## src/inc/pdm_cfg.svh

```systemverilog
`ifndef PDM_CFG_SVH
`define PDM_CFG_SVH

// register index, taken from bus address bits [7:2]
`define PDM_REG_DATA_IN   6'h00
`define PDM_REG_DATA_OUT  6'h01
`define PDM_REG_DIR       6'h02
`define PDM_REG_OCELL     6'h03
`define PDM_REG_MASK      6'h04
`define PDM_REG_ICELL     6'h05
`define PDM_REG_EN_STAT   6'h06

// field positions inside the bus address
`define PDM_ADDR_REG_MSB  7
`define PDM_ADDR_REG_LSB  2
`define PDM_ADDR_PORT_MSB 1
`define PDM_ADDR_PORT_LSB 0

// chip select and logic clock sit on fixed port D pins
`define PDM_PIN_D_CLOCK   1
`define PDM_PIN_D_CSI     2

// reset values and read of anything unmapped
`define PDM_RST_BYTE      8'h00
`define PDM_RST_BIT       1'h0
`define PDM_UNMAPPED      8'h00
`define PDM_D_PIN_MASK    8'h07

`endif

```

## src/inc/pdm_pkg.sv

```systemverilog
package pdm_pkg;

  // port selected by address bits [1:0]
  typedef enum logic [1:0] {
    PDM_PORT_A,
    PDM_PORT_B,
    PDM_PORT_C,
    PDM_PORT_D
  } pdm_port_t;

  // one processor bus cycle
  typedef struct packed {
    logic [7:0] addr;
    logic [7:0] wdata;
    logic       wr;
    logic       rd;
  } pdm_bus_req_t;

  // static configuration set when the logic is programmed
  typedef struct packed {
    logic route_first_to_b;
    logic route_second_to_b;
    logic logic_clock_sel;
    logic csi_sel;
  } pdm_cfg_t;

  // internal memory and register block enables
  typedef struct packed {
    logic flash_en;
    logic sram_en;
    logic io_block_en;
  } pdm_mem_en_t;

endpackage : pdm_pkg

```

## src/logic/pdm_pin_drv.sv

```systemverilog
`timescale 1ns/1ns
module pdm_pin_drv #(
  parameter int WIDTH = 8
) (
  input  wire logic             clk_sys_in,     // system clock
  input  wire logic             reset_in,       // sync reset, high
  input  wire logic [WIDTH-1:0] pin_in,         // raw pin levels
  input  wire logic [WIDTH-1:0] data_in,        // value to drive
  input  wire logic [WIDTH-1:0] dir_in,         // direction bits
  input  wire logic [WIDTH-1:0] oe_term_in,     // output-enable terms
  output logic      [WIDTH-1:0] pin_out,        // driven level
  output logic      [WIDTH-1:0] pin_oe_out,     // driver on, high
  output logic      [WIDTH-1:0] pin_sync_out    // pins after two flops
);

  logic [WIDTH-1:0] meta_reg;

  // pins are asynchronous: two flops before anyone looks
  always_ff @(posedge clk_sys_in)
  begin
    if (reset_in)
    begin
      meta_reg     <= '0;
      pin_sync_out <= '0;
    end
    else
    begin
      meta_reg     <= pin_in;
      pin_sync_out <= meta_reg;
    end
  end

  // driver on when direction or product term is 1
  always_ff @(posedge clk_sys_in)
  begin
    if (reset_in)
    begin
      pin_out    <= '0;
      pin_oe_out <= '0;
    end
    else
    begin
      pin_out    <= data_in;
      pin_oe_out <= dir_in | oe_term_in;
    end
  end

endmodule : pdm_pin_drv

```

## src/logic/pdm_port_regs.sv

```systemverilog
// What this block does
// - pin drives data-out bit, or cell output / external select where chosen, when direction bit or output-enable term is 1
// - data-out read returns last written value, not pin levels
// - output cell location read returns current cell flip-flop outputs
// - output cell write loads flip-flops whose mask bit is clear
// - one mask bit per cell flip-flop; set bit blocks processor loads
// - mask bits reset to 0, all cells loadable after reset
// - input cells feed logic input bus and are readable by processor
// - enable status bit is 1 when driving, 0 when tri-stated
// - enable status is read-only, shows effective driver enable
// - mask register read/write for ports A, B, C only; none on D
// - first cell group to port A or B; second to B or C
// - port C has no address-out mode and no mode register
// - port D has three pins, no address-out, no input cells
// - chip-select input high disables flash, SRAM and register block select
// - chip-select input never blocks logic signals or the logic array
// - each external select is one product term with selectable polarity
// - external select driver enabled by output-enable term or direction bit
// - port D logic clock pin clocks cell flip-flops
// - direction 1 is output, 0 input; all reset to input
// - data-in read returns pin levels after the two-flop synchroniser
`timescale 1ns/1ns
`include "pdm_cfg.svh"
module pdm_port_regs (
  input  wire logic                       clk_sys_in,          // system clock
  input  wire logic                       reset_in,            // sync reset, high
  input  wire pdm_pkg::pdm_bus_req_t      bus_req_in,          // processor cycle
  input  wire logic                       io_reg_sel_in,       // register block decode
  output logic                      [7:0] bus_rdata_out,       // read data, registered
  input  wire pdm_pkg::pdm_cfg_t          cfg_in,              // programmed options
  input  wire logic                 [2:0][7:0] pin_abc_in,     // pins of ports A..C
  output logic                      [2:0][7:0] pin_abc_out,    // driven levels A..C
  output logic                      [2:0][7:0] pin_abc_oe_out, // driver enables A..C
  input  wire logic                 [2:0][7:0] oe_term_abc_in, // enable terms A..C
  input  wire logic                 [2:0][7:0] cell_sel_abc_in,// pin shows cell output
  input  wire logic                 [2:0] pin_d_in,            // port D pins
  output logic                      [2:0] pin_d_out,           // port D driven levels
  output logic                      [2:0] pin_d_oe_out,        // port D driver enables
  input  wire logic                 [2:0] oe_term_d_in,        // port D enable terms
  input  wire logic                 [2:0] ecs_term_in,         // select product terms
  input  wire logic                 [2:0] ecs_active_low_in,   // select polarity
  input  wire logic                 [2:0] ecs_sel_in,          // pin carries select
  input  wire logic                 [7:0] cell_first_d_in,     // array next, group 1
  input  wire logic                 [7:0] cell_second_d_in,    // array next, group 2
  output logic                      [7:0] cell_first_out,      // group 1 flip-flops
  output logic                      [7:0] cell_second_out,     // group 2 flip-flops
  output logic                      [2:0][7:0] logic_input_bus_out, // input cells
  output logic                      [2:0] port_d_logic_out,    // port D direct inputs
  output pdm_pkg::pdm_mem_en_t            mem_en_out           // memory enables
);

  localparam int PA = 0;
  localparam int PB = 1;
  localparam int PC = 2;
  localparam int PD = 3;

  logic [3:0][7:0] data_out_reg;
  logic [3:0][7:0] dir_reg;
  logic [2:0][7:0] mask_reg;
  logic [2:0][7:0] icell_reg;
  logic [7:0]      cell_first_reg;
  logic [7:0]      cell_second_reg;
  logic [7:0]      rdata_reg;
  logic            clk_pin_prev_reg;
  pdm_pkg::pdm_mem_en_t mem_en_reg;

  logic [3:0][7:0] pin_raw;
  logic [3:0][7:0] pin_drive;
  logic [3:0][7:0] oe_term;
  logic [3:0][7:0] pin_lvl;
  logic [3:0][7:0] pin_oe;
  logic [3:0][7:0] pin_sync;
  logic [2:0][7:0] ocell_view;
  logic [7:0]      mask_first;
  logic [7:0]      mask_second;
  logic [7:0]      cell_first_next;
  logic [7:0]      cell_second_next;
  logic [7:0]      rdata_next;
  logic [2:0]      ecs_level;
  logic [5:0]      reg_idx;
  pdm_pkg::pdm_port_t port_idx;
  logic            csi_active;
  logic            access_ok;
  logic            wr_ok;
  logic            rd_ok;
  logic            cell_tick;
  logic            wr_first;
  logic            wr_second;

  // address split and access qualification
  assign reg_idx    = bus_req_in.addr[`PDM_ADDR_REG_MSB:`PDM_ADDR_REG_LSB];
  assign port_idx   = pdm_pkg::pdm_port_t'(bus_req_in.addr[`PDM_ADDR_PORT_MSB:`PDM_ADDR_PORT_LSB]);
  assign csi_active = cfg_in.csi_sel & pin_sync[PD][`PDM_PIN_D_CSI];
  assign access_ok  = io_reg_sel_in & ~csi_active;
  assign wr_ok      = bus_req_in.wr & access_ok;
  assign rd_ok      = bus_req_in.rd & access_ok;

  // logic clock pin edge; without it the cells step every system clock
  assign cell_tick = cfg_in.logic_clock_sel
                   ? (pin_sync[PD][`PDM_PIN_D_CLOCK] & ~clk_pin_prev_reg)
                   : 1'h1;

  always_ff @(posedge clk_sys_in)
  begin
    if (reset_in)
      clk_pin_prev_reg <= `PDM_RST_BIT;
    else
      clk_pin_prev_reg <= pin_sync[PD][`PDM_PIN_D_CLOCK];
  end

  // group routing: which cells a port location and its pins see
  always_comb
  begin
    ocell_view[PA] = cell_first_reg;
    ocell_view[PB] = cfg_in.route_first_to_b ? cell_first_reg : cell_second_reg;
    ocell_view[PC] = cell_second_reg;
    mask_first     = cfg_in.route_first_to_b ? mask_reg[PB] : mask_reg[PA];
    mask_second    = cfg_in.route_second_to_b ? mask_reg[PB] : mask_reg[PC];
  end

  // a port B write loads only groups actually routed there
  always_comb
  begin
    wr_first  = 1'h0;
    wr_second = 1'h0;
    if (wr_ok && reg_idx == `PDM_REG_OCELL)
    begin
      case (port_idx)
        pdm_pkg::PDM_PORT_A: wr_first  = 1'h1;
        pdm_pkg::PDM_PORT_B:
        begin
          wr_first  = cfg_in.route_first_to_b;
          wr_second = cfg_in.route_second_to_b;
        end
        pdm_pkg::PDM_PORT_C: wr_second = 1'h1;
        default:             wr_first  = 1'h0; // port D has no cells
      endcase
    end
  end

  // cell next value: array load on tick, masked processor write on top
  always_comb
  begin
    cell_first_next  = cell_tick ? cell_first_d_in : cell_first_reg;
    cell_second_next = cell_tick ? cell_second_d_in : cell_second_reg;
    if (wr_first)
      cell_first_next = (bus_req_in.wdata & ~mask_first)
                      | (cell_first_next & mask_first);
    if (wr_second)
      cell_second_next = (bus_req_in.wdata & ~mask_second)
                       | (cell_second_next & mask_second);
  end

  // output cell flip-flops keep running whatever the chip select does
  always_ff @(posedge clk_sys_in)
  begin
    if (reset_in)
    begin
      cell_first_reg  <= `PDM_RST_BYTE;
      cell_second_reg <= `PDM_RST_BYTE;
    end
    else
    begin
      cell_first_reg  <= cell_first_next;
      cell_second_reg <= cell_second_next;
    end
  end

  // input cells latch synchronised pins of A..C on each tick
  always_ff @(posedge clk_sys_in)
  begin
    if (reset_in)
      icell_reg <= '0;
    else if (cell_tick)
      icell_reg <= pin_sync[2:0];
  end

  // data-out latches; port D keeps only its three pins
  always_ff @(posedge clk_sys_in)
  begin
    if (reset_in)
      data_out_reg <= '0;
    else if (wr_ok && reg_idx == `PDM_REG_DATA_OUT)
    begin
      if (port_idx == pdm_pkg::PDM_PORT_D)
        data_out_reg[PD] <= bus_req_in.wdata & `PDM_D_PIN_MASK;
      else
        data_out_reg[port_idx] <= bus_req_in.wdata;
    end
  end

  // direction bits, all inputs after reset
  always_ff @(posedge clk_sys_in)
  begin
    if (reset_in)
      dir_reg <= '0;
    else if (wr_ok && reg_idx == `PDM_REG_DIR)
    begin
      if (port_idx == pdm_pkg::PDM_PORT_D)
        dir_reg[PD] <= bus_req_in.wdata & `PDM_D_PIN_MASK;
      else
        dir_reg[port_idx] <= bus_req_in.wdata;
    end
  end

  // mask registers exist for A..C; a port D write is dropped
  always_ff @(posedge clk_sys_in)
  begin
    if (reset_in)
      mask_reg <= '0;
    else if (wr_ok && reg_idx == `PDM_REG_MASK && port_idx != pdm_pkg::PDM_PORT_D)
      mask_reg[port_idx] <= bus_req_in.wdata;
  end

  // read mux; read-only locations have no write path at all
  always_comb
  begin
    rdata_next = `PDM_UNMAPPED;
    case (reg_idx)
      `PDM_REG_DATA_IN:  rdata_next = pin_sync[port_idx];
      `PDM_REG_DATA_OUT: rdata_next = data_out_reg[port_idx];
      `PDM_REG_DIR:      rdata_next = dir_reg[port_idx];
      `PDM_REG_OCELL:
        if (port_idx != pdm_pkg::PDM_PORT_D)
          rdata_next = ocell_view[port_idx];
      `PDM_REG_MASK:
        if (port_idx != pdm_pkg::PDM_PORT_D)
          rdata_next = mask_reg[port_idx];
      `PDM_REG_ICELL:
        if (port_idx != pdm_pkg::PDM_PORT_D)
          rdata_next = icell_reg[port_idx];
      `PDM_REG_EN_STAT:
        if (port_idx != pdm_pkg::PDM_PORT_D)
          rdata_next = pin_oe[port_idx];
      default:           rdata_next = `PDM_UNMAPPED;
    endcase
  end

  // read data held until the next accepted read
  always_ff @(posedge clk_sys_in)
  begin
    if (reset_in)
      rdata_reg <= `PDM_RST_BYTE;
    else if (rd_ok)
      rdata_reg <= rdata_next;
  end

  // flash and SRAM enables follow the chip-select input only; register block also needs io_reg_sel_in
  always_ff @(posedge clk_sys_in)
  begin
    if (reset_in)
      mem_en_reg <= '0;
    else
    begin
      mem_en_reg.flash_en    <= ~csi_active;
      mem_en_reg.sram_en     <= ~csi_active;
      mem_en_reg.io_block_en <= access_ok;
    end
  end

  // external selects: one term each, polarity by xor
  assign ecs_level = ecs_term_in ^ ecs_active_low_in;

  // pin data: cell output (A..C) or select level (D) where selected, else the data-out latch
  always_comb
  begin
    for (int p = 0; p < 3; p++)
    begin
      pin_drive[p] = (cell_sel_abc_in[p] & ocell_view[p])
                   | (~cell_sel_abc_in[p] & data_out_reg[p]);
      oe_term[p]   = oe_term_abc_in[p];
      pin_raw[p]   = pin_abc_in[p];
    end
    pin_drive[PD] = {5'h00, (ecs_sel_in & ecs_level)
                          | (~ecs_sel_in & data_out_reg[PD][2:0])};
    oe_term[PD]   = {5'h00, oe_term_d_in};
    pin_raw[PD]   = {5'h00, pin_d_in};
  end

  // one driver and synchroniser per port; no address-out path exists
  for (genvar g = 0; g < 4; g++)
  begin : g_port
    pdm_pin_drv #(
      .WIDTH        (8)
    ) u_drv (
      .clk_sys_in   (clk_sys_in),
      .reset_in     (reset_in),
      .pin_in       (pin_raw[g]),
      .data_in      (pin_drive[g]),
      .dir_in       (dir_reg[g]),
      .oe_term_in   (oe_term[g]),
      .pin_out      (pin_lvl[g]),
      .pin_oe_out   (pin_oe[g]),
      .pin_sync_out (pin_sync[g])
    );
  end

  // outputs
  assign bus_rdata_out       = rdata_reg;
  assign pin_abc_out         = pin_lvl[2:0];
  assign pin_abc_oe_out      = pin_oe[2:0];
  assign pin_d_out           = pin_lvl[PD][2:0];
  assign pin_d_oe_out        = pin_oe[PD][2:0];
  assign cell_first_out      = cell_first_reg;
  assign cell_second_out     = cell_second_reg;
  assign logic_input_bus_out = icell_reg;
  assign port_d_logic_out    = pin_sync[PD][2:0];
  assign mem_en_out          = mem_en_reg;

endmodule : pdm_port_regs

```

## config.mk

```make
export PLATFORM = sky130hd
export DESIGN_NAME = pdm_port_regs
export DESIGN_NICKNAME = d
export VERILOG_FILES = /design/src/inc/pdm_pkg.sv /design/src/logic/pdm_pin_drv.sv /design/src/logic/pdm_port_regs.sv
export VERILOG_INCLUDE_DIRS = /design/src /design/src/inc
export SDC_FILE = /design/constraint.sdc
export NUM_CORES = 1
export LEC_CHECK = 0
export ABC_AREA = 1
export BUFFER_PORTS_ARGS = -buffer_cell sky130_fd_sc_hd__buf_4
export CAP_MARGIN = 20
export CORE_ASPECT_RATIO = 1.1
export CORE_MARGIN = 5
export CORE_UTILIZATION = 55
export DETAILED_ROUTE_END_ITERATION = 8
export PLACE_DENSITY = 0.83
export SYNTH_ARGS = -nofsm -noshare
export SYNTH_HDL_FRONTEND = slang
export SYNTH_SLANG_ARGS = --single-unit
```

## constraint.sdc

```tcl
create_clock -name clk_sys_in -period 2.8 [get_ports clk_sys_in]
set_input_delay 0.42 -clock clk_sys_in [delete_from_list [all_inputs] [get_ports clk_sys_in]]
set_output_delay 0.42 -clock clk_sys_in [all_outputs]
set_load 0.02 [all_outputs]
```

# After elaboration in Yosys (flattened, before gate mapping)
# Cells that the tools add are included.
# W data, S select, Z words.
[word_totals]
reg_bits = 262
in_bits = 128
out_inout_bits = 108
word_cells = 134
[op_classes]
magnitude_cmp = 2
n_eq_ne = 10
muxes = 38
bitwise = 37
n_reduce_logical = 10
[op_table]
columns = ["op", "count"]
rows = [
  ["$mux W8", 21],
  ["$bmux W8 S2", 7],
  ["$and A8 B8 Y8", 10],
  ["$bwmux W32", 2],
  ["$or A8 B8 Y8", 8],
  ["$pmux W8 S7", 1],
  ["$not A8 Y8", 5],
  ["$bwmux W24", 1],
  ["$eq A6 B3 Y1 const B", 3],
  ["$demux W8 S2", 1],
  ["$eq A6 B2 Y1 const B", 2],
  ["$or A8 B3 Y8", 1],
  ["$and A3 B3 Y3", 2],
  ["$eq A6 B1 Y1 const B", 1],
  ["$logic_and A1 B1 Y1", 6],
  ["$logic_not A6 Y1", 1],
  ["$and A1 B1 Y1", 5],
  ["$eq A2 B2 Y1 const B", 2],
  ["$pmux W1 S2", 2],
  ["$reduce_and A2 Y1", 2],
  ["$lt A2 B3 Y1 const B", 1],
  ["$mux W1", 3],
  ["$not A1 Y1", 3],
  ["$not A3 Y3", 1],
  ["6 further kinds", 6],
]

# Depth between registers and ports, before layout
# Gate-level depths: netlist (run 1).
[logic_depth]
ltp_word = 7
mapped_depth = 13
depth_no_buf = 11

# By module
# A second synthesis (run 1) with hierarchy kept.
[unflattened]
hier_cells = 1700
hier_area_um2 = 11975.2
[by_module_without_submodules]
columns = ["mod", "n_inst", "cells_each", "area_each_um2", "seq_area_each_um2"]
rows = [
  ["pdm_port_regs", 1, 1304, 8316.7, 2782.7],
  ["pdm_pin_drv", 4, 99, 914.6, 640.6],
]

# Worst setup path after synthesis (run 1)
# No wires, ideal clock.
[synth_timing]
kind = "input port to flip-flop"
from = "input port bus_req_in[11] in the netlist's numbering"
to = "register cell_first_reg[0] (netlist: cell_first_out[0])"
setup_ps = 80
t_arrival_ps = 2079
t_required_ps = 2720
slack_ps = 640
path_stages = 10
n_path_buf = 3
path_cell_list = "buf_4 -> inv_1 -> buf_4 -> buf_2 -> ha_1 -> a21oi_1 -> nor4_4 -> nand3_1 -> nand2_1 -> nor3b_1"
[synth_between]
elab_chain_len = 4
elab_cells_between_ends = 5
classes_between = "1 x eq/ne; 3 x mux; 1 x reduce/logical"
[synth_lines]
columns = ["element", "line_no", "text"]
rows = [
  ["start, declared", "pdm_port_regs.sv:27", "input wire pdm_pkg::pdm_bus_req_t bus_req_in,"],
  ["$eq A2 B1 Y1 / $logic_not A2 Y1 (equally long branches)", "pdm_port_regs.sv:128", "case (port_idx)"],
  ["$pmux W1 S2 (*)", "pdm_port_regs.sv:128", ""],
  ["$mux W1 (*)", "pdm_port_regs.sv:126", "if (wr_ok && reg_idx == `PDM_REG_OCELL)"],
  ["$mux W8 (*)", "pdm_port_regs.sv:146", "if (wr_first)"],
  ["end signal, assigned", "pdm_port_regs.sv:159", "cell_first_reg <= `PDM_RST_BYTE;"],
  ["end signal, assigned", "pdm_port_regs.sv:164", "cell_first_reg <= cell_first_next;"],
  ["end, declared", "pdm_port_regs.sv:61", "logic [7:0] cell_first_reg;"],
]
# Mark *: on every way between the ends. The rest lies on a longest branch, timed or not.
# A chain may end at the register's enable or synchronous reset.

# Final worst setup path (run 1)
[layout_timing]
from = "register g_port[3].u_drv.pin_sync_out[1]"
to = "register cell_second_reg[6] (netlist: cell_second_out[6])"
[layout_between]
elab_chain_len = 6
[layout_lines]
columns = ["element", "line_no", "text"]
rows = [
  ["start, declared", "pdm_pin_drv.sv:13", "output logic [WIDTH-1:0] pin_sync_out"],
  ["start signal, assigned", "pdm_pin_drv.sv:29", "pin_sync_out <= meta_reg;"],
  ["$and A1 B1 Y1 (*)", "pdm_port_regs.sv:100", "? (pin_sync[PD][`PDM_PIN_D_CLOCK] & ~clk_pin_prev_reg)"],
  ["$mux W1 (*)", "pdm_port_regs.sv:99", "assign cell_tick = cfg_in.logic_clock_sel"],
  ["$mux W8 (*)", "pdm_port_regs.sv:145", "cell_second_next = cell_tick ? cell_second_d_in : cell_second_reg;"],
  ["$and A8 B8 Y8", "pdm_port_regs.sv:151", "| (cell_second_next & mask_second);"],
  ["$or A8 B8 Y8", "pdm_port_regs.sv:151", ""],
  ["$mux W8 (*)", "pdm_port_regs.sv:149", "if (wr_second)"],
  ["end signal, assigned", "pdm_port_regs.sv:160", "cell_second_reg <= `PDM_RST_BYTE;"],
  ["end signal, assigned", "pdm_port_regs.sv:165", "cell_second_reg <= cell_second_next;"],
  ["end, declared", "pdm_port_regs.sv:62", "logic [7:0] cell_second_reg;"],
]
# Marked as above.

==> flow_metrics.env, run 1 <==
export IMPL_status="complete, no violations"
export IMPL_seqCellArea_mm2=0.00504
export IMPL_multi_input_comb_area_mm2=0.00499
export IMPL_period_minus_slack_ns=2.32
export IMPL_setup_viol_count_final=0
export IMPL_grt_max_degree=72
export IMPL_drt_vias_per_instance=5.37
export IMPL_swShare_pct=25.4
export IMPL_dp_hpwl_mm=26.2
export IMPL_cts_clk_slew_worst_paths_ns=0.06
export IMPL_place_congestion=1.00
export IMPL_hold_end="g_port[0].u_drv.pin_out[6]$_SDFF_PP0_"
export IMPL_max_freq_mhz=432
export IMPL_rsz0062_at_grt="no"
export IMPL_cts_resized=0
export IMPL_clk_latency_ns=0.52
export IMPL_holdWs_ns=0.0846
export IMPL_p_sw_mw=2.12
export IMPL_final_cell_mix="393 x nand2_1, 277 x nor2_1, 252 x dfxtp_1"
export IMPL_hold_path_startpoint="cell_sel_abc_in[6]"
export IMPL_core_mm2=0.0205
export IMPL_startpoint_type="register"
export IMPL_initial_core_util_pct=55.8
export IMPL_slew_headroom_pct=54.1
export IMPL_fin_setup_tns_ns=0
export IMPL_row_count=55
export IMPL_pwr_share_clk_pct=43.0
export IMPL_cp_max_fo=23
export IMPL_ys_warnings_count=0
export IMPL_cts_path_max_buffers=3
export IMPL_intPower_mw=6.23
export IMPL_required_ns=3.20
export IMPL_drt_pass1_iterations=6
export IMPL_grt_overflow_total=0
export IMPL_syn_area_per_cell_um2=6.97
export IMPL_rrSetupSlack_ns=0.48
export IMPL_grt_pass1_wl_mm=56.3
export IMPL_drtIter0Drc=945
export IMPL_die_area_mm2=0.0238
export IMPL_r2r_end="cell_second_out[6]$_SDFF_PP0_"
export IMPL_synthesis_area_mm2=0.0114
export IMPL_drv_cap=0
export IMPL_num_fill_cells=1691
export IMPL_syn_nets=1773
export IMPL_tritoncts="built"
export IMPL_area_growth_pct=23.3
export IMPL_worst_setup_path_end_kind="register"
export IMPL_vdd_ir_drop_max_mv=0.565
export IMPL_fin_crit_sh_pct=82.7
export IMPL_synth_top_area_cell="dfxtp_1"
export IMPL_die_w_um=147
export IMPL_power_leakage_nw=6.62
export IMPL_power_share_sequential_pct=45.2
export IMPL_antenna_found_initial=1
export IMPL_place_area_mm2=0.0132
export IMPL_critical_path_class="reg2reg"
export IMPL_synth_area_leaders="dfxtp_1 44%, nand2_1 13%, nor2_1 9.1%"
export IMPL_crit_arrival_ns=2.72
export IMPL_nNetsFinal=1954
export IMPL_mostFrequentLayoutCell="nand2_1"
export IMPL_hold_viol=0
export IMPL_portBuffers=235
export IMPL_cts_htree_levels=1
export IMPL_combPwrFrac_pct=11.8
export IMPL_postLayoutCellArea_mm2=0.0141
export IMPL_dp_cells=2051
export IMPL_wirelength_mm=36.0
export IMPL_n_antenna_cell=0
export IMPL_reg2reg_depth=6
export IMPL_yosys_register_bits=252
export IMPL_drcViolationCount=0
export IMPL_globalRouteTotalUtil_pct=29.3
export IMPL_cts_hold_buf=0
export IMPL_cts_buffers=25
export IMPL_hold_depth=2
export IMPL_cts_sinks=252
export IMPL_synth_top_area_share_pct=44.1
export IMPL_p_total_mw=8.35
export IMPL_slew_violations=0
export IMPL_ys_seq_area_share_pct=44.1
export IMPL_r2r_start="g_port[3].u_drv.pin_sync_out[1]$_SDFF_PP0_"
export IMPL_powerDensity_mw_per_mm2=592
export IMPL_cts_setup_buffers=0
export IMPL_routedWlPerCell_um=17.2
export IMPL_io_pins=236
export IMPL_vias=11300
export IMPL_drive_gt1_share_pct=18.5
export IMPL_syn_inst=1641
export IMPL_stdcell_count=2096
export IMPL_grt_pass1_vias=10800
export IMPL_worstHoldPathType="in2reg"
export IMPL_synthDistinctLibCells=37
export IMPL_clock_skew_ns=0.0107
export IMPL_tightest_slew_ns=0.686
export IMPL_antenna_left=0
export IMPL_root_buffer="clkbuf_16"
export IMPL_die_y_um=161
## power by group through the flow
stage / clock network (mW) / registers [mW] / logic [mW]
5_1_grt: 3.76 / 3.78 / 1.07
2_1_floorplan: 0 / 3.92 / 0.461
3_5_place_dp: 0 / 3.85 / 0.974
6_report: 3.59 / 3.77 / 0.989
4_1_cts: 3.62 / 3.77 / 0.982
3_3_place_gp: 0 / 3.85 / 0.962
## Yosys cell counts, drive strengths merged
cell type,count
ha,4
inv,242
nor3b,16
a31oi,8
a211oi,108
or2,8
a21oi,45
nand4,9
nor3,12
o31ai,8
clkinv,2
nor2,286
buf,49
dfxtp,252
xor2,3
o21ai,13
nand2,402
clkbuf,48
nor4,1
nand3,125
## stage by stage
stage	setup slack (ns)	util [%]
2_1_floorplan	0.640	-
3_3_place_gp	0.472	64.4
3_5_place_dp	0.400	64.4
4_1_cts	0.527	68.8
5_1_grt	0.299	68.8
6_report	0.483	68.8
## per-layer routing
metal | GRT usage, % | routed length, um
met5 | 0 | 12
met4 | 15.2 | 2090
met3 | 5.98 | 3220
met2 | 50.7 | 17200
met1 | 34.3 | 13500
## kinds of logic (layout without fill, tap and decap cells)
family | after synthesis | count (layout) | synth area share (%)
AO/OA/AOI/OAI | 182 | 182 | 10.8
XOR/XNOR | 3 | 3 | 0.230
adder cells (fa/ha/maj) | 4 | 4 | 0.438
buffers and inverters | 341 | 540 | 12.3
flip-flops | 252 | 252 | 44.1
AND/OR/NAND/NOR | 859 | 859 | 32.1
## worst max-delay path: stages, from the launching register on
cell and delay, ns:
dfxtp_1 0.34, inv_1 0.09, o21ai_4 0.53, clkinv_1 0.74, nand2_1 0.26, nand3_1 0.09
nor3b_1 0.13
## final cells by class
type / instances / area share (%)
Timing Repair Buffer: 251 / 13.7
Tap cell: 256 / 2.27
Inverter: 244 / 6.52
Sequential cell: 252 / 35.8
Clock inverter: 14 / 1.37
Multi-Input combinational cell: 1048 / 35.4
Clock buffer: 31 / 4.95
## how the worst max path moves through the flow
stage | from | endpoint | slack, ns | depth (start not counted)
final | g_port[3].u_drv.pin_sync_out[1]$_SDFF_PP0_ | cell_second_out[6]$_SDFF_PP0_ | 0.48 | 6
after floorplan | bus_req_in[11] | cell_first_out[0]$_SDFF_PP0_ | 0.64 | 10
after global routing | g_port[3].u_drv.pin_sync_out[1]$_SDFF_PP0_ | cell_second_out[1]$_SDFF_PP0_ | 0.30 | 6
after global placement | bus_req_in[10] | cell_first_out[2]$_SDFF_PP0_ | 0.47 | 8
after detailed placement | bus_req_in[10] | cell_first_out[1]$_SDFF_PP0_ | 0.40 | 8
after CTS | g_port[3].u_drv.pin_sync_out[1]$_SDFF_PP0_ | cell_second_out[1]$_SDFF_PP0_ | 0.53 | 6
(Power assumes the default switching activity.)
==> run 2, diff against run 1 <==
--- a/config.mk
+++ b/config.mk
@@ -6,12 +6,12 @@
 export SDC_FILE = /design/constraint.sdc
 export NUM_CORES = 1
 export LEC_CHECK = 0
-export ABC_AREA = 1
+export ABC_AREA = 0
 export BUFFER_PORTS_ARGS = -buffer_cell sky130_fd_sc_hd__buf_4
 export CAP_MARGIN = 20
 export CORE_ASPECT_RATIO = 1.1
 export CORE_MARGIN = 5
-export CORE_UTILIZATION = 55
+export CORE_UTILIZATION = 54
 export DETAILED_ROUTE_END_ITERATION = 8
 export PLACE_DENSITY = 0.83
 export SYNTH_ARGS = -nofsm -noshare
==> constraint.sdc (replaced) <==
create_clock -name clk_sys_in -period 2.2 [get_ports clk_sys_in]
set_input_delay 0.33 -clock clk_sys_in [delete_from_list [all_inputs] [get_ports clk_sys_in]]
set_output_delay 0.33 -clock clk_sys_in [all_outputs]
set_load 0.02 [all_outputs]
==> run 2 against run 1 <==
Power up 21%. Combinational power rose by 11%. Global-route usage shrank 1.2 points. Sequential share of layout area up 0.24 points. Via count down 19%. Clock-buffer cell count fell by 2. Largest power group unchanged. Routed wire length fell by 9.3%. Sequential cell count unchanged. Clock power increased by 17%. Largest cell class is now multi-input combinational cells. Clock skew down 0.00062 ns.
==> flow_metrics.env, run 2 <==
export IMPL_nNetsFinal=1467
export IMPL_cp_max_fo=11
export IMPL_syn_nets=1197
export IMPL_routedWlPerCell_um=20.4
export IMPL_drt_vias_per_instance=5.69
export IMPL_cts_sinks=252
export IMPL_die_w_um=143
export IMPL_synth_edf_count=0
export IMPL_synthDistinctLibCells=56
export IMPL_portBuffers=235
export IMPL_reg2reg_depth=7
export IMPL_die_y_um=156
export IMPL_syn_inst=1065
export IMPL_worstHoldPathType="in2reg"
export IMPL_cts_path_max_buffers=3
export IMPL_status="complete, no violations"
export IMPL_row_count=53
export IMPL_drcViolationCount=0
export IMPL_drt_pass1_iterations=5
export IMPL_rsz0062_at_grt="no"
export IMPL_utilization_pct=73.1
export IMPL_place_congestion=0.902
export IMPL_io_pins=236
export IMPL_place_area_mm2=0.0131
export IMPL_synth_top_area_share_pct=47.9
export IMPL_slew_violations=0
export IMPL_rrSetupSlack_ns=0.09
export IMPL_antenna_left=0
export IMPL_worst_setup_path_end_kind="register"
export IMPL_hold_end="g_port[0].u_drv.pin_oe_out[0]$_SDFF_PP0_"
export IMPL_mostFrequentLayoutCell="buf_4"
export IMPL_vias=9098
export IMPL_synth_top_cells_by_count="252 x dfxtp_1, 198 x nor2_1, 156 x mux2i_1, 79 x nor2b_1, 56 x clkbuf_1"
export IMPL_initial_core_util_pct=54.9
export IMPL_max_stage_delay_ns=0.52
export IMPL_core_mm2=0.0192
export IMPL_fin_crit_sh_pct=96.1
export IMPL_dp_hpwl_mm=24.0
export IMPL_r2r_end="cell_first_out[2]$_SDFF_PP0_"
export IMPL_grt_pass1_wl_mm=49.4
export IMPL_grt_max_degree=138
export IMPL_r2r_start="g_port[3].u_drv.pin_sync_out[2]$_SDFF_PP0_"
export IMPL_drive_gt1_share_pct=29.4
export IMPL_max_freq_mhz=473
export IMPL_power_leakage_nw=6.29
export IMPL_wirelength_mm=32.6
export IMPL_cts_htree_levels=1
export IMPL_hold_path_startpoint="oe_term_abc_in[0]"
export IMPL_drtIter0Drc=821
export IMPL_setup_viol_count_final=0
export IMPL_syn_area_per_cell_um2=9.89
export IMPL_grt_pass1_vias=8898
export IMPL_required_ns=2.59
export IMPL_antenna_found_initial=3
export IMPL_crit_arrival_ns=2.50
export IMPL_ys_seq_area_share_pct=47.9
export IMPL_final_cell_mix="298 x buf_4, 252 x dfxtp_1, 198 x nor2_1"
export IMPL_synth_area_leaders="dfxtp_1 48%, mux2i_1 15%, nor2_1 7.1%"
export IMPL_slew_headroom_pct=51.9
export IMPL_powerDensity_mw_per_mm2=719
export IMPL_path_cells="a21bo_2 > or4_1 > buf_6 > buf_4 > a2111oi_4 > mux2i_1 > nor2_1"
export IMPL_synth_top_area_cell="dfxtp_1"
export IMPL_clk_latency_ns=0.52
export IMPL_ys_flop_type="dfxtp_1"
export IMPL_p_total_mw=10.1
export IMPL_cts_clk_slew_worst_paths_ns=0.06
export IMPL_crit_path_top_delay_cell="or4_1"
export IMPL_tritoncts="built"
export IMPL_yosys_register_bits=252
export IMPL_hold_depth=3
export IMPL_clock_skew_ns=0.0101
export IMPL_synthesis_area_mm2=0.0105
export IMPL_startpoint_type="register"
export IMPL_ys_warnings_count=0
export IMPL_vdd_ir_drop_max_mv=0.612
export IMPL_grt_overflow_total=0
export IMPL_cts_buffers=25
export IMPL_tightest_slew_ns=0.721
export IMPL_period_minus_slack_ns=2.11
export IMPL_postLayoutCellArea_mm2=0.0140
export IMPL_hold_viol=0
export IMPL_drv_cap=0
export IMPL_die_area_mm2=0.0224
export IMPL_area_growth_pct=33.1
export IMPL_globalRouteTotalUtil_pct=28.1
export IMPL_async_flop_share_pct=0
export IMPL_critical_path_class="reg2reg"
export IMPL_root_buffer="clkbuf_16"
export IMPL_yosysMostFrequentCell="dfxtp_1"
run 2: worst max-delay path, delay by kind of cell (launching register included):
kind	cells	cell delay, ns
flops	1	0.31
simple gates	2	0.58
compound gates	2	0.47
buf+inv	2	0.34
mux	1	0.28
run 2: cell type report:
class / instances / area (um2)
sequential: 252 / 5040
timing repair buffer: 318 / 2510
inverter: 6 / 22.5
multi-input combinational: 732 / 5310
clock buffer: 29 / 671
antenna: 1 / 2.50
fill: 1338 / 5150
tap: 247 / 309
clock inverter: 15 / 138
run 2: logic make-up (layout without fill, tap and decap cells):
| family | after synthesis | count (layout) | share of synthesized area (%) |
|---|---|---|---|
| AOI/OAI and AO/OA | 128 | 128 | 9.47 |
| xor gates and xnor gates | 3 | 3 | 0.250 |
| adders and majority gates | 4 | 4 | 0.475 |
| buffers and inverters | 81 | 368 | 3.23 |
| DFF | 252 | 252 | 47.9 |
| muxes | 195 | 195 | 20.9 |
| other | 0 | 1 | 0 |
| and+or+nand+nor | 402 | 402 | 17.7 |
run 2: worst max-delay path by stage:
stage	to	from	cells after the start	slack, ns
6_report	cell_first_out[2]$_SDFF_PP0_	g_port[3].u_drv.pin_sync_out[2]$_SDFF_PP0_	7	0.09
5_1_grt	cell_first_out[2]$_SDFF_PP0_	g_port[3].u_drv.pin_sync_out[2]$_SDFF_PP0_	7	0.003
4_1_cts	cell_first_out[2]$_SDFF_PP0_	g_port[3].u_drv.pin_sync_out[2]$_SDFF_PP0_	7	0.07
3_5_place_dp	cell_second_out[1]$_SDFF_PP0_	bus_req_in[15]	7	-0.39
3_3_place_gp	cell_second_out[0]$_SDFF_PP0_	bus_req_in[15]	7	-0.32
2_1_floorplan	cell_second_out[0]$_SDFF_PP0_	bus_req_in[15]	6	-0.08
run 2: what timing repair did:
| action | CTS | global route |
|---|---|---|
| resized for setup | 0 | 1 |
| setup endpoints to repair | 0 | 1 |
| setup buffers | 0 | 0 |
| hold buffers | 11 | 0 |
| hold endpoints to repair | 11 | 0 |
run 2: per-layer routing:
| metal | track usage, % | wire length, um | vias to the layer above | part of all wire (%) |
|---|---|---|---|---|
| met5 | 0 | 21 | - | 0.064 |
| met4 | 11.2 | 1320 | 4 | 4.0 |
| met3 | 5.32 | 2860 | 82 | 8.8 |
| met2 | 47.2 | 15600 | 427 | 48 |
| met1 | 35.8 | 12800 | 4327 | 39 |
| li1 | - | - | 4258 | - |
run 2: power by group:
part	leakage, nW	internal, mW	total, mW	switching, mW
sequential	2.06	4.69	4.78	0.0901
clock	0.403	2.42	4.21	1.79
combinational	3.83	0.500	1.10	0.595
total	6.29	7.61	10.1	2.47
run 2: stage by stage:
| step | instances | setup TNS, ns | setup WS, ns | hold WS [ns] |
|---|---|---|---|---|
| after floorplan | 1065 | -1.16 | -0.0823 | 0.414 |
| after global placement | 1544 | -5.72 | -0.321 | 0.418 |
| after detailed placement | 1544 | -7.42 | -0.387 | 0.426 |
| after CTS | 1599 | 0 | 0.0692 | 0.00269 |
| after global routing | 1600 | 0 | 0.00252 | 0.00322 |
| final | 1600 | 0 | 0.0867 | 0.00791 |
